===== src/hw/port_pin_map.vh =====
// Register offsets, field positions and reset values of the port pin mode control block.
`ifndef PORT_PIN_MAP_VH
`define PORT_PIN_MAP_VH
// Byte offsets on the APB window (low 12 bits decoded).
`define OFF_P4_LATCH 12'h000
`define OFF_P5_LATCH 12'h004
`define OFF_P7_LATCH 12'h008
`define OFF_P4_DIR 12'h010
`define OFF_P5_DIR 12'h014
`define OFF_P7_DIR 12'h018
`define OFF_P2_DIR 12'h01C
`define OFF_P4_PULLUP 12'h020
`define OFF_P5_PULLUP 12'h024
`define OFF_P7_PULLUP 12'h028
`define OFF_P4_ANALOG 12'h030
`define OFF_P5_ANALOG 12'h034
`define OFF_P7_ANALOG 12'h038
`define OFF_P5_OUTTYPE 12'h040
`define OFF_P4_READ 12'h050
`define OFF_P5_READ 12'h054
`define OFF_P7_READ 12'h058
// The switch register sits at word index F0076h; its byte address is four times that.
`define IDX_ANALOG_SWITCH 20'hF0076
`define OFF_ANALOG_SWITCH 12'h1D8
// Port widths.
`define P4_W 3
`define P5_W 2
`define P7_W 4
`define P2_W 5
// Reset values: direction set means input.
`define DIR_RESET_P4 3'h7
`define DIR_RESET_P5 2'h3
`define DIR_RESET_P7 4'hF
`define DIR_RESET_P2 5'h1F
`define ANALOG_SWITCH_RESET 3'h0
`define ANALOG_SWITCH_W 3
// Analog-capable bit masks, then the open-drain-capable mask of port 5.
`define P4_ANALOG_MASK 3'h2
`define P5_ANALOG_MASK 2'h3
`define P7_ANALOG_MASK 4'h1
`define P5_OUTTYPE_MASK 2'h1
`endif


===== src/hw/pin_switch_decode.v =====
// Decoder from the analog/digital switch field to a per-pin analog mask.
`timescale 1ns/1ps
`default_nettype none
module pin_switch_decode (
    // Switch field.
    input wire [2:0] sel,
    // One bit per shared pin, high means analog.
    output reg [4:0] analog_mask
);
    // Prohibited codes fall back to all digital so no pin is left half set.
    always @* begin
        case (sel)
            3'h0: analog_mask = 5'h1F;
            3'h1: analog_mask = 5'h00;
            3'h2: analog_mask = 5'h01;
            3'h3: analog_mask = 5'h03;
            3'h4: analog_mask = 5'h07;
            3'h5: analog_mask = 5'h0F;
            default: analog_mask = 5'h00;
        endcase
    end
endmodule
`default_nettype wire


===== src/hw/port_pin_mode_control.v =====
// APB-controlled pin mode logic for ports 4, 5 and 7 and the shared converter pins.
//
// Register access over APB is this design's own decision.
`timescale 1ns/1ps
`default_nettype none
`include "port_pin_map.vh"
module port_pin_mode_control #(
    parameter P4_W = `P4_W,
    parameter P5_W = `P5_W,
    parameter P7_W = `P7_W
) (
    // Clock and reset.
    input wire pclk,
    input wire presetn,
    // APB slave.
    input wire psel,
    input wire penable,
    input wire pwrite,
    input wire [11:0] paddr,
    input wire [31:0] pwdata,
    output reg [31:0] prdata,
    output reg pready,
    output reg pslverr,
    // Port 4 pins.
    input wire [P4_W-1:0] port4_in,
    output reg [P4_W-1:0] port4_out,
    output reg [P4_W-1:0] port4_oe,
    output reg [P4_W-1:0] port4_pullup,
    output reg [P4_W-1:0] port4_analog,
    // Port 5 pins.
    input wire [P5_W-1:0] port5_in,
    output reg [P5_W-1:0] port5_out,
    output reg [P5_W-1:0] port5_oe,
    output reg [P5_W-1:0] port5_pullup,
    output reg [P5_W-1:0] port5_analog,
    // Port 7 pins.
    input wire [P7_W-1:0] port7_in,
    output reg [P7_W-1:0] port7_out,
    output reg [P7_W-1:0] port7_oe,
    output reg [P7_W-1:0] port7_pullup,
    output reg [P7_W-1:0] port7_analog,
    // Shared converter pins (port 2).
    output reg [4:0] shared_analog,
    output reg [4:0] port2_input_mode
);
    // Software-visible state.
    reg [P4_W-1:0] p4_latch_q, p4_dir_q, p4_pu_q, p4_an_q;
    reg [P5_W-1:0] p5_latch_q, p5_dir_q, p5_pu_q, p5_an_q, p5_ot_q;
    reg [P7_W-1:0] p7_latch_q, p7_dir_q, p7_pu_q, p7_an_q;
    reg [4:0] p2_dir_q;
    reg [2:0] sw_q;
    wire [4:0] sw_mask;
    wire wr_en;
    reg [31:0] rd_d;
    reg hit_d;
    reg [P4_W-1:0] p4_view;
    reg [P5_W-1:0] p5_view;
    reg [P7_W-1:0] p7_view;

    // A write lands at the edge where the master sees pready, never earlier, so a
    // transfer that is dropped before the answer leaves the registers untouched.
    assign wr_en = psel & penable & pwrite & pready;

    pin_switch_decode u_dec (
        .sel(sw_q),
        .analog_mask(sw_mask)
    );

    // Read view: input pins pass through, outputs echo the latch, analog bits read zero.
    always @* begin
        p4_view = ((port4_in & p4_dir_q) | (p4_latch_q & ~p4_dir_q)) & ~p4_an_q;
        p5_view = ((port5_in & p5_dir_q) | (p5_latch_q & ~p5_dir_q)) & ~p5_an_q;
        p7_view = ((port7_in & p7_dir_q) | (p7_latch_q & ~p7_dir_q)) & ~p7_an_q;
    end

    // Port 4 registers. Direction resets to input so no pin drives before software asks.
    always @(posedge pclk or negedge presetn) begin
        if (!presetn) begin
            p4_latch_q <= {P4_W{1'b0}};
            p4_dir_q <= {P4_W{1'b1}};
            p4_pu_q <= {P4_W{1'b0}};
            p4_an_q <= {P4_W{1'b0}};
        end else if (wr_en) begin
            if (paddr == `OFF_P4_LATCH) begin
                p4_latch_q <= pwdata[P4_W-1:0];
            end else if (paddr == `OFF_P4_DIR) begin
                p4_dir_q <= pwdata[P4_W-1:0];
            end else if (paddr == `OFF_P4_PULLUP) begin
                p4_pu_q <= pwdata[P4_W-1:0];
            end else if (paddr == `OFF_P4_ANALOG) begin
                // Only the analog-capable pin keeps a set bit; the others read back zero.
                p4_an_q <= pwdata[P4_W-1:0] & `P4_ANALOG_MASK;
            end
        end
    end

    // Port 5 registers, including the output type of the one pin with an open-drain stage.
    always @(posedge pclk or negedge presetn) begin
        if (!presetn) begin
            p5_latch_q <= {P5_W{1'b0}};
            p5_dir_q <= {P5_W{1'b1}};
            p5_pu_q <= {P5_W{1'b0}};
            p5_an_q <= {P5_W{1'b0}};
            p5_ot_q <= {P5_W{1'b0}};
        end else if (wr_en) begin
            if (paddr == `OFF_P5_LATCH) begin
                p5_latch_q <= pwdata[P5_W-1:0];
            end else if (paddr == `OFF_P5_DIR) begin
                p5_dir_q <= pwdata[P5_W-1:0];
            end else if (paddr == `OFF_P5_PULLUP) begin
                p5_pu_q <= pwdata[P5_W-1:0];
            end else if (paddr == `OFF_P5_ANALOG) begin
                p5_an_q <= pwdata[P5_W-1:0] & `P5_ANALOG_MASK;
            end else if (paddr == `OFF_P5_OUTTYPE) begin
                // Pin 1 has no open-drain stage, so its bit is never stored.
                p5_ot_q <= pwdata[P5_W-1:0] & `P5_OUTTYPE_MASK;
            end
        end
    end

    // Port 7 registers. Unmapped writes fall through every branch and change nothing.
    always @(posedge pclk or negedge presetn) begin
        if (!presetn) begin
            p7_latch_q <= {P7_W{1'b0}};
            p7_dir_q <= {P7_W{1'b1}};
            p7_pu_q <= {P7_W{1'b0}};
            p7_an_q <= {P7_W{1'b0}};
        end else if (wr_en) begin
            if (paddr == `OFF_P7_LATCH) begin
                p7_latch_q <= pwdata[P7_W-1:0];
            end else if (paddr == `OFF_P7_DIR) begin
                p7_dir_q <= pwdata[P7_W-1:0];
            end else if (paddr == `OFF_P7_PULLUP) begin
                p7_pu_q <= pwdata[P7_W-1:0];
            end else if (paddr == `OFF_P7_ANALOG) begin
                p7_an_q <= pwdata[P7_W-1:0] & `P7_ANALOG_MASK;
            end
        end
    end

    // Port 2 direction; software must keep converter channel pins in input mode.
    always @(posedge pclk or negedge presetn) begin
        if (!presetn) begin
            p2_dir_q <= `DIR_RESET_P2;
        end else if (wr_en) begin
            if (paddr == `OFF_P2_DIR) begin
                p2_dir_q <= pwdata[4:0];
            end
        end
    end

    // Analog/digital switch; starts all analog so no shared pin drives out of reset.
    always @(posedge pclk or negedge presetn) begin
        if (!presetn) begin
            sw_q <= `ANALOG_SWITCH_RESET;
        end else if (wr_en) begin
            if (paddr == `OFF_ANALOG_SWITCH) begin
                // Upper bits are not stored, so a careless write cannot reach them.
                sw_q <= pwdata[2:0];
            end
        end
    end

    // Read mux; ports 3 and 6 have no address and answer with an error.
    always @* begin
        rd_d = 32'h0000_0000;
        hit_d = 1'b1;
        if (paddr == `OFF_P4_LATCH) begin
            rd_d[P4_W-1:0] = p4_latch_q;
        end else if (paddr == `OFF_P5_LATCH) begin
            rd_d[P5_W-1:0] = p5_latch_q;
        end else if (paddr == `OFF_P7_LATCH) begin
            rd_d[P7_W-1:0] = p7_latch_q;
        end else if (paddr == `OFF_P4_DIR) begin
            rd_d[P4_W-1:0] = p4_dir_q;
        end else if (paddr == `OFF_P5_DIR) begin
            rd_d[P5_W-1:0] = p5_dir_q;
        end else if (paddr == `OFF_P7_DIR) begin
            rd_d[P7_W-1:0] = p7_dir_q;
        end else if (paddr == `OFF_P2_DIR) begin
            rd_d[4:0] = p2_dir_q;
        end else if (paddr == `OFF_P4_PULLUP) begin
            rd_d[P4_W-1:0] = p4_pu_q;
        end else if (paddr == `OFF_P5_PULLUP) begin
            rd_d[P5_W-1:0] = p5_pu_q;
        end else if (paddr == `OFF_P7_PULLUP) begin
            rd_d[P7_W-1:0] = p7_pu_q;
        end else if (paddr == `OFF_P4_ANALOG) begin
            rd_d[P4_W-1:0] = p4_an_q;
        end else if (paddr == `OFF_P5_ANALOG) begin
            rd_d[P5_W-1:0] = p5_an_q;
        end else if (paddr == `OFF_P7_ANALOG) begin
            rd_d[P7_W-1:0] = p7_an_q;
        end else if (paddr == `OFF_P5_OUTTYPE) begin
            rd_d[P5_W-1:0] = p5_ot_q;
        end else if (paddr == `OFF_P4_READ) begin
            rd_d[P4_W-1:0] = p4_view;
        end else if (paddr == `OFF_P5_READ) begin
            rd_d[P5_W-1:0] = p5_view;
        end else if (paddr == `OFF_P7_READ) begin
            rd_d[P7_W-1:0] = p7_view;
        end else if (paddr == `OFF_ANALOG_SWITCH) begin
            rd_d[2:0] = sw_q;
        end else begin
            hit_d = 1'b0;
        end
    end

    // APB answer: pready pulses one cycle into the access phase, so every transfer
    // takes one wait state. The registered answer keeps prdata off the address path,
    // at the cost of that extra cycle per access.
    always @(posedge pclk or negedge presetn) begin
        if (!presetn) begin
            pready <= 1'b0;
            pslverr <= 1'b0;
            prdata <= 32'h0000_0000;
        end else if (psel && penable && !pready) begin
            pready <= 1'b1;
            pslverr <= ~hit_d;
            prdata <= pwrite ? 32'h0000_0000 : rd_d;
        end else begin
            pready <= 1'b0;
            pslverr <= 1'b0;
            prdata <= 32'h0000_0000;
        end
    end

    // Next values of the gated pin controls, kept apart so each gate is written once.
    wire [P4_W-1:0] port4_oe_d;
    wire [P4_W-1:0] port4_pullup_d;
    wire [P5_W-1:0] port5_out_d;
    wire [P5_W-1:0] port5_oe_d;
    wire [P5_W-1:0] port5_pullup_d;
    wire [P7_W-1:0] port7_oe_d;
    wire [P7_W-1:0] port7_pullup_d;

    // Open-drain bits enable the driver only to pull low, so a 1 floats.
    assign port4_oe_d = ~p4_dir_q & ~p4_an_q;
    assign port4_pullup_d = p4_pu_q & p4_dir_q & ~p4_an_q;
    assign port5_out_d = p5_latch_q & ~p5_ot_q;
    assign port5_oe_d = ~p5_dir_q & ~p5_an_q & ~(p5_ot_q & p5_latch_q);
    assign port5_pullup_d = p5_pu_q & p5_dir_q & ~p5_an_q;
    assign port7_oe_d = ~p7_dir_q & ~p7_an_q;
    assign port7_pullup_d = p7_pu_q & p7_dir_q & ~p7_an_q;

    // Port 4 pin drive. A pin set analog drops both its driver and its pull-up.
    always @(posedge pclk or negedge presetn) begin
        if (!presetn) begin
            port4_out <= {P4_W{1'b0}};
            port4_oe <= {P4_W{1'b0}};
            port4_pullup <= {P4_W{1'b0}};
            port4_analog <= {P4_W{1'b0}};
        end else begin
            port4_out <= p4_latch_q;
            port4_oe <= port4_oe_d;
            port4_pullup <= port4_pullup_d;
            port4_analog <= p4_an_q;
        end
    end

    // Port 5 pin drive; pin outputs lag their registers by one cycle.
    always @(posedge pclk or negedge presetn) begin
        if (!presetn) begin
            port5_out <= {P5_W{1'b0}};
            port5_oe <= {P5_W{1'b0}};
            port5_pullup <= {P5_W{1'b0}};
            port5_analog <= {P5_W{1'b0}};
        end else begin
            port5_out <= port5_out_d;
            port5_oe <= port5_oe_d;
            port5_pullup <= port5_pullup_d;
            port5_analog <= p5_an_q;
        end
    end

    // Port 7 pin drive.
    always @(posedge pclk or negedge presetn) begin
        if (!presetn) begin
            port7_out <= {P7_W{1'b0}};
            port7_oe <= {P7_W{1'b0}};
            port7_pullup <= {P7_W{1'b0}};
            port7_analog <= {P7_W{1'b0}};
        end else begin
            port7_out <= p7_latch_q;
            port7_oe <= port7_oe_d;
            port7_pullup <= port7_pullup_d;
            port7_analog <= p7_an_q;
        end
    end

    // Shared converter pins: the reset value matches the all-analog decode of code 0.
    always @(posedge pclk or negedge presetn) begin
        if (!presetn) begin
            shared_analog <= 5'h1F;
            port2_input_mode <= 5'h1F;
        end else begin
            shared_analog <= sw_mask;
            port2_input_mode <= p2_dir_q;
        end
    end
endmodule
`default_nettype wire


===== config.mk =====
export PLATFORM = sky130hd
export DESIGN_NAME = port_pin_mode_control
export DESIGN_NICKNAME = d
export VERILOG_FILES = /design/src/hw/pin_switch_decode.v /design/src/hw/port_pin_mode_control.v
export VERILOG_INCLUDE_DIRS = /design/src /design/src/hw
export SDC_FILE = /design/constraint.sdc
export NUM_CORES = 1
export LEC_CHECK = 0
export BUFFER_PORTS_ARGS = -buffer_cell sky130_fd_sc_hd__buf_2
export CORE_MARGIN = 10
export CORE_UTILIZATION = 49
export DETAILED_ROUTE_END_ITERATION = 6
export GPL_ROUTABILITY_DRIVEN = 0
export MAX_ROUTING_LAYER = met4
export PLACE_DENSITY = 0.73
export RECOVER_POWER = 50
export SYNTH_ARGS = -nofsm -noshare
export SYNTH_HDL_FRONTEND = slang
export SYNTH_SLANG_ARGS = --single-unit
export TNS_END_PERCENT = 10

===== constraint.sdc =====
create_clock -name pclk -period 4.2 [get_ports pclk]
set_input_delay 0.84 -clock pclk [delete_from_list [all_inputs] [get_ports pclk]]
set_output_delay 0.84 -clock pclk [all_outputs]
set_load 0.05 [all_outputs]

# After elaboration in Yosys (flattened, before gate mapping)
# Index checks and enable logic that the tools add are counted.
# classes
div_mod_pow,0
n_eq_ne,21
shifts,0
mul,0
n_mux,113
n_lt_le_gt_ge,0
reduce_logical,20
bitwise,46
add_sub_neg,0
# ops
op,n
$mux W3,29
$mux W4,19
$eq A12 B6 Y1 const B,6
$mux W2,35
$eq A12 B5 Y1 const B,4
$eq A12 B7 Y1 const B,4
$mux W32,1
$mux W1,27
$pmux W5 S5,1
$and A4 B4 Y4,6
$and A3 B3 Y3,6
$and A2 B2 Y2,8
$reduce_and A5 Y1,3
$eq A12 B3 Y1 const B,1
$eq A12 B4 Y1 const B,1
$eq A12 B9 Y1 const B,1
$logic_not A12 Y1,1
$reduce_and A4 Y1,3
$not A1 Y1,11
$reduce_and A2 Y1,5
$reduce_and A3 Y1,3
$eq A3 B2 Y1 const B,2
$eq A3 B3 Y1 const B,2
$not A2 Y2,3
other kinds (15),18
# word_totals
n_memories,0
romBits,0
out_inout_bits,80
latch_bits,0
ramBits,0
register_bits,115
input_bits,58
word_cells,232

# Logic depth before layout (Yosys ltp)
# Gate-level depths: netlist of the first run.
# logic_depth
word_depth,80
depth_mapped,8
depth_no_buf,6

# Modules after synthesis
# Synthesis of the first run repeated with hierarchy kept, for this count alone.
# unflattened
hier_cells,400
area_unflattened_um2,4440.5
# modules_own_cells
mod,seq_area_each_um2,cells_each,area_each_um2,n_inst
port_pin_mode_control,2232.1,393,4381.7,1
pin_switch_decode,0.0,7,58.8,1

# Least setup slack after synthesis of the first run
# No wires, ideal clock.
# synth_path
kind,input -> register
start,input port paddr[3]
end,register sw_q[0]
arrival_time_ps,2296
path_stages,5
path_slack_ps,1777
path_cell_list,buf_4 -> or4b_4 -> nor4_4 -> and2_2 -> mux2_1
# synth_via
elab_chain_cells,2
# synth_lines
element,line,text
"start, declared",port_pin_mode_control.v:19,"input wire [11:0] paddr,"
$eq A12 B9 Y1 (no source line),n/a,
$reduce_and A2 Y1 (no source line),n/a,
"end signal, assigned",port_pin_mode_control.v:155,sw_q <= `ANALOG_SWITCH_RESET;
"end signal, assigned",port_pin_mode_control.v:159,sw_q <= pwdata[2:0];
"end, declared",port_pin_mode_control.v:51,reg [2:0] sw_q;
# No other way between the ends.
# A chain may end at the register's enable or synchronous reset.

# Worst setup path in the final report of the first run
# layout_path
start,input port paddr[2]
end,register p4_pu_q[0]
# layout_via
elab_chain_cells,3
elab_cells_between_ends,6
# layout_lines
element,line,text
$eq A12 B5 Y1 (no source line) / $logic_not A12 Y1 (equally long branches),n/a,
$not A1 Y1 (no source line),n/a,
$reduce_and A4 Y1 (no source line) (*),n/a,
"end signal, assigned",port_pin_mode_control.v:81,p4_pu_q <= {P4_W{1'b0}};
"end signal, assigned",port_pin_mode_control.v:89,p4_pu_q <= pwdata[P4_W-1:0];
"end, declared",port_pin_mode_control.v:47,"reg [P4_W-1:0] p4_latch_q, p4_dir_q, p4_pu_q, p4_an_q;"
# Mark *: on every way between the ends. The rest lies on a longest branch, timed or not.

==> results of run 1 <==
sequential cells by signal, summed over array words and instances (netlist names), 4 cells and up:
signal,cells
port2_input_mode,5
prdata,5
port7_out,4
port7_pullup,4
shared_analog,5
p2_dir_q,5
p7_pu_q,4
p7_dir_q,4
port7_oe,4
p7_latch_q,4
through the flow:
stage	total power, mW	area, sq um	hold WS (ps)	worst slack [ps]
2_1_floorplan	0.998	4470	359	1780
6_report	1.54	4880	393	1480
3_3_place_gp	1.02	4700	369	1220
3_5_place_dp	1.02	4700	367	1230
4_1_cts	1.55	4880	382	1600
5_1_grt	1.60	4880	403	1430
logic make-up after synthesis:
kind of cell             Yosys count  synth area share
adder cells (fa/ha/maj)            1           0.00287
XOR/XNOR                           2           0.00403
multiplexers                      49             0.124
buffers and inverters             60            0.0845
AO/OA/AOI/OAI                     64             0.104
flip-flops                        88             0.513
AND/OR/NAND/NOR                  113             0.166
other                              1          0.000862
placed cells by master (no fill, tap or decap), drive strengths merged, types with 4 or more instances in the layout:
cell    count
conb       32
clkbuf     10
a32oi       4
a22oi       4
nor2       21
dfstp      24
a21oi      11
nand4      11
nor3       13
dfrtp      64
mux2i       8
nand3       8
nor4        7
mux2       41
o211ai      4
nand2      23
inv        16
buf        80
o21ai      12
nand2b      5
o31ai       7
and2        7
per-layer routing:
| metal | part of all wire | wire length [um] | vias up |
|---|---|---|---|
| li1 | - | - | 1469 |
| met1 | 0.42 | 4540 | 1566 |
| met2 | 0.49 | 5280 | 168 |
| met3 | 0.072 | 780 | 23 |
| met4 | 0.024 | 258 | 0 |
| met5 | 0 | 0 | - |
worst max-delay path by stage:
| stage | from | slack, ps | to | cells past startpoint |
|---|---|---|---|---|
| floorplan | paddr[3] | 1780 | sw_q[0] | 5 |
| global placement | paddr[2] | 1220 | p4_pu_q[2] | 5 |
| detailed placement | paddr[2] | 1230 | p4_pu_q[1] | 5 |
| CTS | paddr[2] | 1600 | p4_pu_q[1] | 5 |
| global route | paddr[2] | 1430 | p4_pu_q[0] | 5 |
| finish | paddr[2] | 1480 | p4_pu_q[0] | 5 |
cell type report:
| type | count | area, sq um |
|---|---|---|
| fillers | 795 | 3800 |
| flip-flops and latches | 88 | 2230 |
| multi-input cells | 261 | 1870 |
| repair buffers | 81 | 413 |
| well taps | 108 | 135 |
| clock buffers | 9 | 124 |
| clock inverters | 7 | 53.8 |
| inverters | 13 | 48.8 |
| diodes | 1 | 2.50 |
power by group:
part	internal [mW]	leakage, nW	switching (mW)
logic	0.0257	1.06	0.134
clock network	0.220	0.0827	0.308
registers	0.848	1.09	0.000899
==> results.sh, run 1 <==
export IMPL_status="finished with violations"
export IMPL_violations="capacitance limit, slew limit"
export IMPL_cp_cell_sequence="buf_2 > nor4_1 > nand3_1 > nor3_2 > mux2_2"
export IMPL_min_to="port2_input_mode[2]"
export IMPL_antenna_found_initial=1
export IMPL_worst_r2r_cell_count=5
export IMPL_hpwl_um=8030
export IMPL_crit_slowest_cell="nor4_1"
export IMPL_cts_resized=0
export IMPL_utilization=0.562
export IMPL_finalSetupTns_ps=0
export IMPL_post_cts_buffers=0
export IMPL_end_kind="flop"
export IMPL_fin_crit_sh=0.647
export IMPL_htreeDepth=3
export IMPL_fp_dieW_um=114
export IMPL_setup_worst_path_class="input pin to flop"
export IMPL_hold_start="p2_dir_q[2]"
export IMPL_vias_per_cell=5.68
export IMPL_slew_viol_final=89
export IMPL_die_h_um=114
export IMPL_fin_nets=513
export IMPL_die_area_sq_mm=0.0131
export IMPL_clk_pin_slew_worst_paths_ps=80
export IMPL_hold_class="flop to flop"
export IMPL_use_met3=0.0466
export IMPL_fin_crit_ps=2720
export IMPL_use_met1=0.210
export IMPL_worstPathMaxFanout=24
export IMPL_setup_viol=0
export IMPL_clk_path_buf_depth=2
export IMPL_cp_num_buf_inv=1
export IMPL_start_util=0.501
export IMPL_holdPathStages=0
export IMPL_area_delta_synth_final_pct=12.1
export IMPL_first_pass_iters=5
export IMPL_tightestPinTransition_ps=2070
export IMPL_grt_overflow=0
export IMPL_grt_use_met2=0.271
export IMPL_cts_sink_count=88
export IMPL_grt_pass1_wl_um=17600
export IMPL_async_flop_share=1.00
export IMPL_grt_usage=0.172
export IMPL_rsz0062_at_grt="no"
export IMPL_finClkSkew_ps=10.5
export IMPL_yosysTopAreaCellShare=0.368
export IMPL_wire_per_inst_um=19.1
export IMPL_synthDistinctLibCells=62
export IMPL_crit_arrival_ps=2960
export IMPL_reg2reg_from="pready"
export IMPL_core_sq_mm=0.00868
export IMPL_yosysSeqAreaShare=0.513
export IMPL_cts_hold_buf=0
export IMPL_syn_area_sq_mm=0.00435
export IMPL_route_detailed_drc=0
export IMPL_synth_edf_count=0
export IMPL_synth_area_leader_cell="dfrtp_1"
export IMPL_finalHoldViolCount=0
export IMPL_busiest_layer="met2"
export IMPL_rows=34
export IMPL_synth_area_top_cells="dfrtp_1 37%, dfstp_2 14%, mux2_2 10%"
export IMPL_cellPowerDensity_mw_per_mm2=315
export IMPL_final_cell_count_no_fill=568
export IMPL_drt_iter0_drc=339
export IMPL_antenna_left=0
export IMPL_ir_drop_mv=0.176
export IMPL_synth_most_common_cell="dfrtp_1"
export IMPL_grt_max_degree=89
export IMPL_netlist_instances=378
export IMPL_grt_pass1_vias=3392
export IMPL_cts_inserted_buffers=9
export IMPL_ios=138
export IMPL_avgSynthCellArea_sq_um=11.5
export IMPL_num_vias=3226
export IMPL_crit_required_ps=4440
export IMPL_wirelength_um=10900
export IMPL_numPortBuffers=78
export IMPL_ys_seq_elements=88
export IMPL_max_freq_mhz=368
export IMPL_worstSkewPairLatency_ps=360
export IMPL_start_kind="input pin"
export IMPL_relSlewSlack=-0.380
export IMPL_rrSetupSlack_ps=1990
export IMPL_maxCapViolations=1
export IMPL_max_stage_delay_ps=850
export IMPL_root_buffer="clkbuf_8"
export IMPL_cts_tree="done"
export IMPL_dp_cells=551
export IMPL_p_leak_nw=2.22
export IMPL_timing_rr_end="prdata[0]"
export IMPL_synth_warnings=0
export IMPL_path_delay_family="simple AND/OR/NAND/NOR gates"
export IMPL_synth_common_cells="64 x dfrtp_1, 40 x mux2_2, 34 x buf_4"
export IMPL_synthFlopType="dfrtp_1"
export IMPL_drive_gt1_frac=0.359
Power figures use the tool's default switching activity.
==> inputs of run 2 (changes only) <==
CORE_UTILIZATION = 46   (was 49)
PLACE_DENSITY = 0.72   (was 0.73)
clock period = 2.4 ns   (was 4.2 ns; I/O delays follow)
==> run 2 against run 1 <==
Compared with the run above: the run still ends with capacitance limit, slew limit left; setup slack lost 1100 ps; sequential power rose by 76%; wire length rose by 3.9%; critical path type unchanged; non-clock buffer count grew 18; die area rose by 5.4%; largest cell class unchanged; largest power group unchanged.
==> results.sh, run 2 (same netlist as run 1, synthesis figures left out) <==
export IMPL_antenna_found_initial=0
export IMPL_die_area_sq_mm=0.0138
export IMPL_swShare=0.269
export IMPL_grt_usage=0.172
export IMPL_grt_max_degree=53
export IMPL_combPwrFrac=0.104
export IMPL_num_vias=3347
export IMPL_fp_dieW_um=117
export IMPL_start_util=0.471
export IMPL_grt_pass1_wl_um=17700
export IMPL_vias_per_cell=5.52
export IMPL_hpwl_um=8550
export IMPL_antenna_left=0
export IMPL_crit_arrival_ps=2260
export IMPL_tightestPinTransition_ps=1930
export IMPL_intPower_mw=2.09
export IMPL_crit_slowest_cell="nor4_4"
export IMPL_violations="capacitance limit, slew limit"
export IMPL_slew_viol_final=37
export IMPL_first_pass_iters=5
export IMPL_start_kind="input pin"
export IMPL_setup_viol=0
export IMPL_grt_overflow=0
export IMPL_root_buffer="clkbuf_8"
export IMPL_dp_cells=590
export IMPL_num_antenna_cells=0
export IMPL_fin_area_sq_mm=0.00508
export IMPL_max_stage_delay_ps=550
export IMPL_finalSetupTns_ps=0
export IMPL_ir_drop_mv=0.219
export IMPL_fin_nets=531
export IMPL_htreeDepth=3
export IMPL_worstPathMaxFanout=9
export IMPL_area_delta_synth_final_pct=16.8
export IMPL_end_kind="flop"
export IMPL_status="finished with violations"
export IMPL_p_sw_uw=769
export IMPL_clk_pin_slew_worst_paths_ps=80
export IMPL_final_cell_count_no_fill=606
export IMPL_relSlewSlack=-0.286
export IMPL_setup_worst_path_class="input pin to flop"
export IMPL_hold_class="input pin to flop"
export IMPL_numPortBuffers=78
export IMPL_cellPowerDensity_mw_per_mm2=562
export IMPL_max_freq_mhz=497
export IMPL_rsz0062_at_grt="no"
export IMPL_ios=138
export IMPL_most_common_layout_cells="77 x buf_2, 64 x dfrtp_1, 40 x mux2_2, 32 x conb_1, 23 x nand2_1"
export IMPL_wire_per_inst_um=18.6
export IMPL_pwr_share_seq=0.520
export IMPL_finClkSkew_ps=5.77
export IMPL_core_sq_mm=0.00924
export IMPL_cp_num_buf_inv=1
export IMPL_route_detailed_drc=0
export IMPL_cp_cell_sequence="buf_2 > nor4_4 > nand2_1 > nor2_1 > a21oi_1 > nand4_1 > mux2_2"
export IMPL_fin_crit_ps=2010
export IMPL_drive_gt1_frac=0.384
export IMPL_crit_required_ps=2650
export IMPL_cts_hold_buf=0
export IMPL_worstSkewPairLatency_ps=360
export IMPL_p_leak_nw=2.34
export IMPL_cts_resized=0
export IMPL_post_cts_buffers=0
export IMPL_cts_sink_count=88
export IMPL_cts_tree="done"
export IMPL_drt_iter0_drc=352
export IMPL_clk_path_buf_depth=2
export IMPL_power_mw=2.85
export IMPL_layout_commonest_cell="buf_2"
export IMPL_rows=35
export IMPL_fin_hold_ws_ps=334
export IMPL_place_area_sq_mm=0.00487
export IMPL_wirelength_um=11300
export IMPL_finalHoldViolCount=0
export IMPL_die_h_um=117
export IMPL_fin_crit_sh=0.839
export IMPL_cts_inserted_buffers=9
export IMPL_power_frac_clock=0.375
export IMPL_maxCapViolations=1
export IMPL_grt_pass1_vias=3360
export IMPL_path_delay_family="simple AND/OR/NAND/NOR gates"
export IMPL_fillerInstances=818
## run 2: changes by cell type in the layout (fill, tap and decap cells not counted), sizes merged
cell      delta
inv          -2
clkbuf       +2
diode        -1
clkinvlp     -1
buf         +18
bufinv       +1
## run 2: path summary, 6_finish.rpt
kind                              from                  end  slack [ps]  cells after the start
max                           paddr[8]           p5_pu_q[0]         390                      7
min                             pwrite            prdata[3]         330                      2
max reg2reg                     pready            prdata[0]         400                      5
min reg2reg                p2_dir_q[2]  port2_input_mode[2]         390                      0
max in group asynchronous      presetn          p4_dir_q[1]         640                      2
min in group asynchronous      presetn          port4_oe[2]         650                      1
## run 2: area by class of cell
type	instances	area, sq um	share of cell area
repair buffers	99	559	0.110
clock buffers	11	151	0.0298
clock inverters	5	62.6	0.0123
inverters	13	48.8	0.00960
well taps	129	161	0.0317
multi-input cells	261	1870	0.367
flip-flops and latches	88	2230	0.439
## run 2: metrics by stage
step / util / setup WS (ps)
global placement: 0.527 / 64.6
global route: 0.550 / 222
CTS: 0.551 / 417
finish: 0.550 / 386
detailed placement: 0.527 / 33.9
floorplan: - / 337
## run 2: layer usage
layer	share of wire	routed length, um	up-vias	track usage
li1	-	-	1495	-
met1	0.43	4810	1598	0.220
met2	0.45	5100	224	0.252
met3	0.090	1020	30	0.0398
met4	0.031	350	0	0.0832
met5	0	0	-	-
## run 2: power by group through the flow
| stage | sequential, mW | clock (mW) | combinational [mW] |
|---|---|---|---|
| final | 1.49 | 1.07 | 0.298 |
| after global routing | 1.49 | 1.15 | 0.318 |
| after CTS | 1.49 | 1.09 | 0.295 |
| after detailed placement | 1.51 | 0 | 0.294 |
| after global placement | 1.51 | 0 | 0.290 |
| after floorplan | 1.52 | 0 | 0.224 |
==> inputs of run 3 (changes only) <==
CORE_UTILIZATION = 49   (was 46)
PLACE_DENSITY = 0.73   (was 0.72)
clock period = 1.91 ns   (was 2.4 ns; I/O delays follow)
==> run 3 against run 2 <==
Compared with the run above: the flow now finishes without violations; wire length grew 4.7%; non-clock buffer count grew 54; hold slack worse by 90 ps; core utilization increased by 8.0 points; count of clock-buffer cells in the layout rose by 1; setup slack lost 380 ps; die area is 5.1% lower; critical path type unchanged; highest routed layer unchanged.
==> results.sh, run 3 (same netlist as run 1, synthesis figures left out) <==
export IMPL_fillerInstances=756
export IMPL_grt_usage=0.186
export IMPL_worstPathMaxFanout=4
export IMPL_crit_arrival_ps=2110
export IMPL_most_common_layout_cells="77 x buf_2, 70 x buf_4, 63 x dfrtp_1, 40 x mux2_2, 32 x conb_1"
export IMPL_rrSetupSlack_ps=60
export IMPL_combPwrFrac=0.121
export IMPL_grt_pass1_vias=3675
export IMPL_p_sw_uw=926
export IMPL_tightestPinTransition_ps=905
export IMPL_cp_cell_sequence="buf_2 > nor3_2 > buf_4 > nand2_1 > o31ai_1 > a21oi_1 > a311oi_1 > o31ai_2"
export IMPL_layout_commonest_cell="buf_2"
export IMPL_antenna_found_initial=0
export IMPL_grt_overflow=0
export IMPL_antenna_left=0
export IMPL_cts_sink_count=88
export IMPL_wirelength_um=11800
export IMPL_grt_pass1_wl_um=18900
export IMPL_grt_max_degree=40
export IMPL_power_mw=3.54
export IMPL_vias_per_cell=5.46
export IMPL_area_delta_synth_final_pct=25.6
export IMPL_hold_class="input pin to flop"
export IMPL_relSlewSlack=0.397
export IMPL_first_pass_iters=6
export IMPL_die_h_um=114
export IMPL_root_buffer="clkbuf_8"
export IMPL_crit_slowest_cell="a311oi_1"
export IMPL_rows=34
export IMPL_finalHoldViolCount=0
export IMPL_route_detailed_drc=0
export IMPL_intPower_mw=2.62
export IMPL_path_delay_family="compound AO/OA/AOI/OAI gates"
export IMPL_start_util=0.501
export IMPL_place_area_sq_mm=0.00526
export IMPL_end_kind="flop"
export IMPL_finalSetupTns_ps=0
export IMPL_fin_crit_ps=1900
export IMPL_finClkSkew_ps=7.73
export IMPL_cts_tree="done"
export IMPL_numPortBuffers=78
export IMPL_slew_viol_final=0
export IMPL_p_leak_nw=2.61
export IMPL_post_cts_buffers=0
export IMPL_die_area_sq_mm=0.0131
export IMPL_wire_per_inst_um=18.5
export IMPL_power_frac_clock=0.352
export IMPL_fin_nets=585
export IMPL_num_vias=3489
export IMPL_ios=138
export IMPL_start_kind="input pin"
export IMPL_crit_required_ps=2120
export IMPL_drt_iter0_drc=365
export IMPL_num_antenna_cells=0
export IMPL_worstSkewPairLatency_ps=350
export IMPL_hpwl_um=9210
export IMPL_fin_crit_sh=0.995
export IMPL_ir_drop_mv=0.340
export IMPL_max_freq_mhz=526
export IMPL_setup_viol=0
export IMPL_pwr_share_seq=0.527
export IMPL_status="finished clean"
export IMPL_fin_area_sq_mm=0.00547
export IMPL_drive_gt1_frac=0.450
export IMPL_swShare=0.261
export IMPL_cts_inserted_buffers=9
export IMPL_max_stage_delay_ps=420
export IMPL_clk_path_buf_depth=2
export IMPL_core_sq_mm=0.00868
export IMPL_clk_pin_slew_worst_paths_ps=80
export IMPL_maxCapViolations=0
export IMPL_htreeDepth=3
export IMPL_cp_num_buf_inv=2
export IMPL_setup_worst_path_class="input pin to flop"
export IMPL_cellPowerDensity_mw_per_mm2=648
export IMPL_fp_dieW_um=114
==> run 3: cell count changes in the layout (fill, tap and decap cells not counted), moves of 2 or more <==
cell,previous run,this run
clkbuf_1,1,3
clkinvlp_4,2,0
clkbuf_2,0,2
clkinv_2,0,3
and2_0,1,3
and2_1,5,3
buf_4,20,70
==> run 3: layer usage <==
layer,part of all wire,up-vias,global-route usage
met5,0,-,-
met4,0.021,0,0.0610
met3,0.069,22,0.0472
met2,0.48,167,0.293
met1,0.42,1694,0.227
li1,-,1606,-
==> run 3: layout make-up <==
class / count / area (sq um) / area share
flip-flops and latches: 88 / 2230 / 0.409
clock inverters: 4 / 45.0 / 0.00824
repair buffers: 153 / 975 / 0.178
well taps: 108 / 135 / 0.0247
multi-input cells: 261 / 1880 / 0.345
inverters: 13 / 48.8 / 0.00893
clock buffers: 12 / 145 / 0.0266
==> run 3: repair_timing <==
action                                 CTS  global route
endpoints found under the hold margin   30             0
setup endpoints to repair                0             1
hold buffers                             1             0
gates resized for setup                  0             3
==> run 3: power by group through the flow <==
stage	logic [mW]	registers (mW)	clock network, mW
global route	0.456	1.87	1.37
detailed placement	0.422	1.90	0
finish	0.428	1.87	1.25
CTS	0.425	1.87	1.27
floorplan	0.282	1.91	0
global placement	0.417	1.90	0
==> run 3: stage by stage <==
stage	std cells	utilization	hold slack, ps	worst slack, ps
finish	639	0.630	244	10.5
global route	639	0.630	239	-14.8
CTS	639	0.629	234	4.81
detailed placement	622	0.606	365	-238
global placement	622	0.606	363	-227
floorplan	409	-	86.4	-55.0
==> run 3: final timing paths <==
kind	startpoint	to	cells after the start
max	paddr[1]	prdata[0]	8
min	pwrite	prdata[3]	2
max reg2reg	p4_dir_q[0]	prdata[0]	6
min reg2reg	p2_dir_q[1]	port2_input_mode[1]	0
max in group asynchronous	presetn	port2_input_mode[1]	3
min in group asynchronous	presetn	port4_out[0]	2
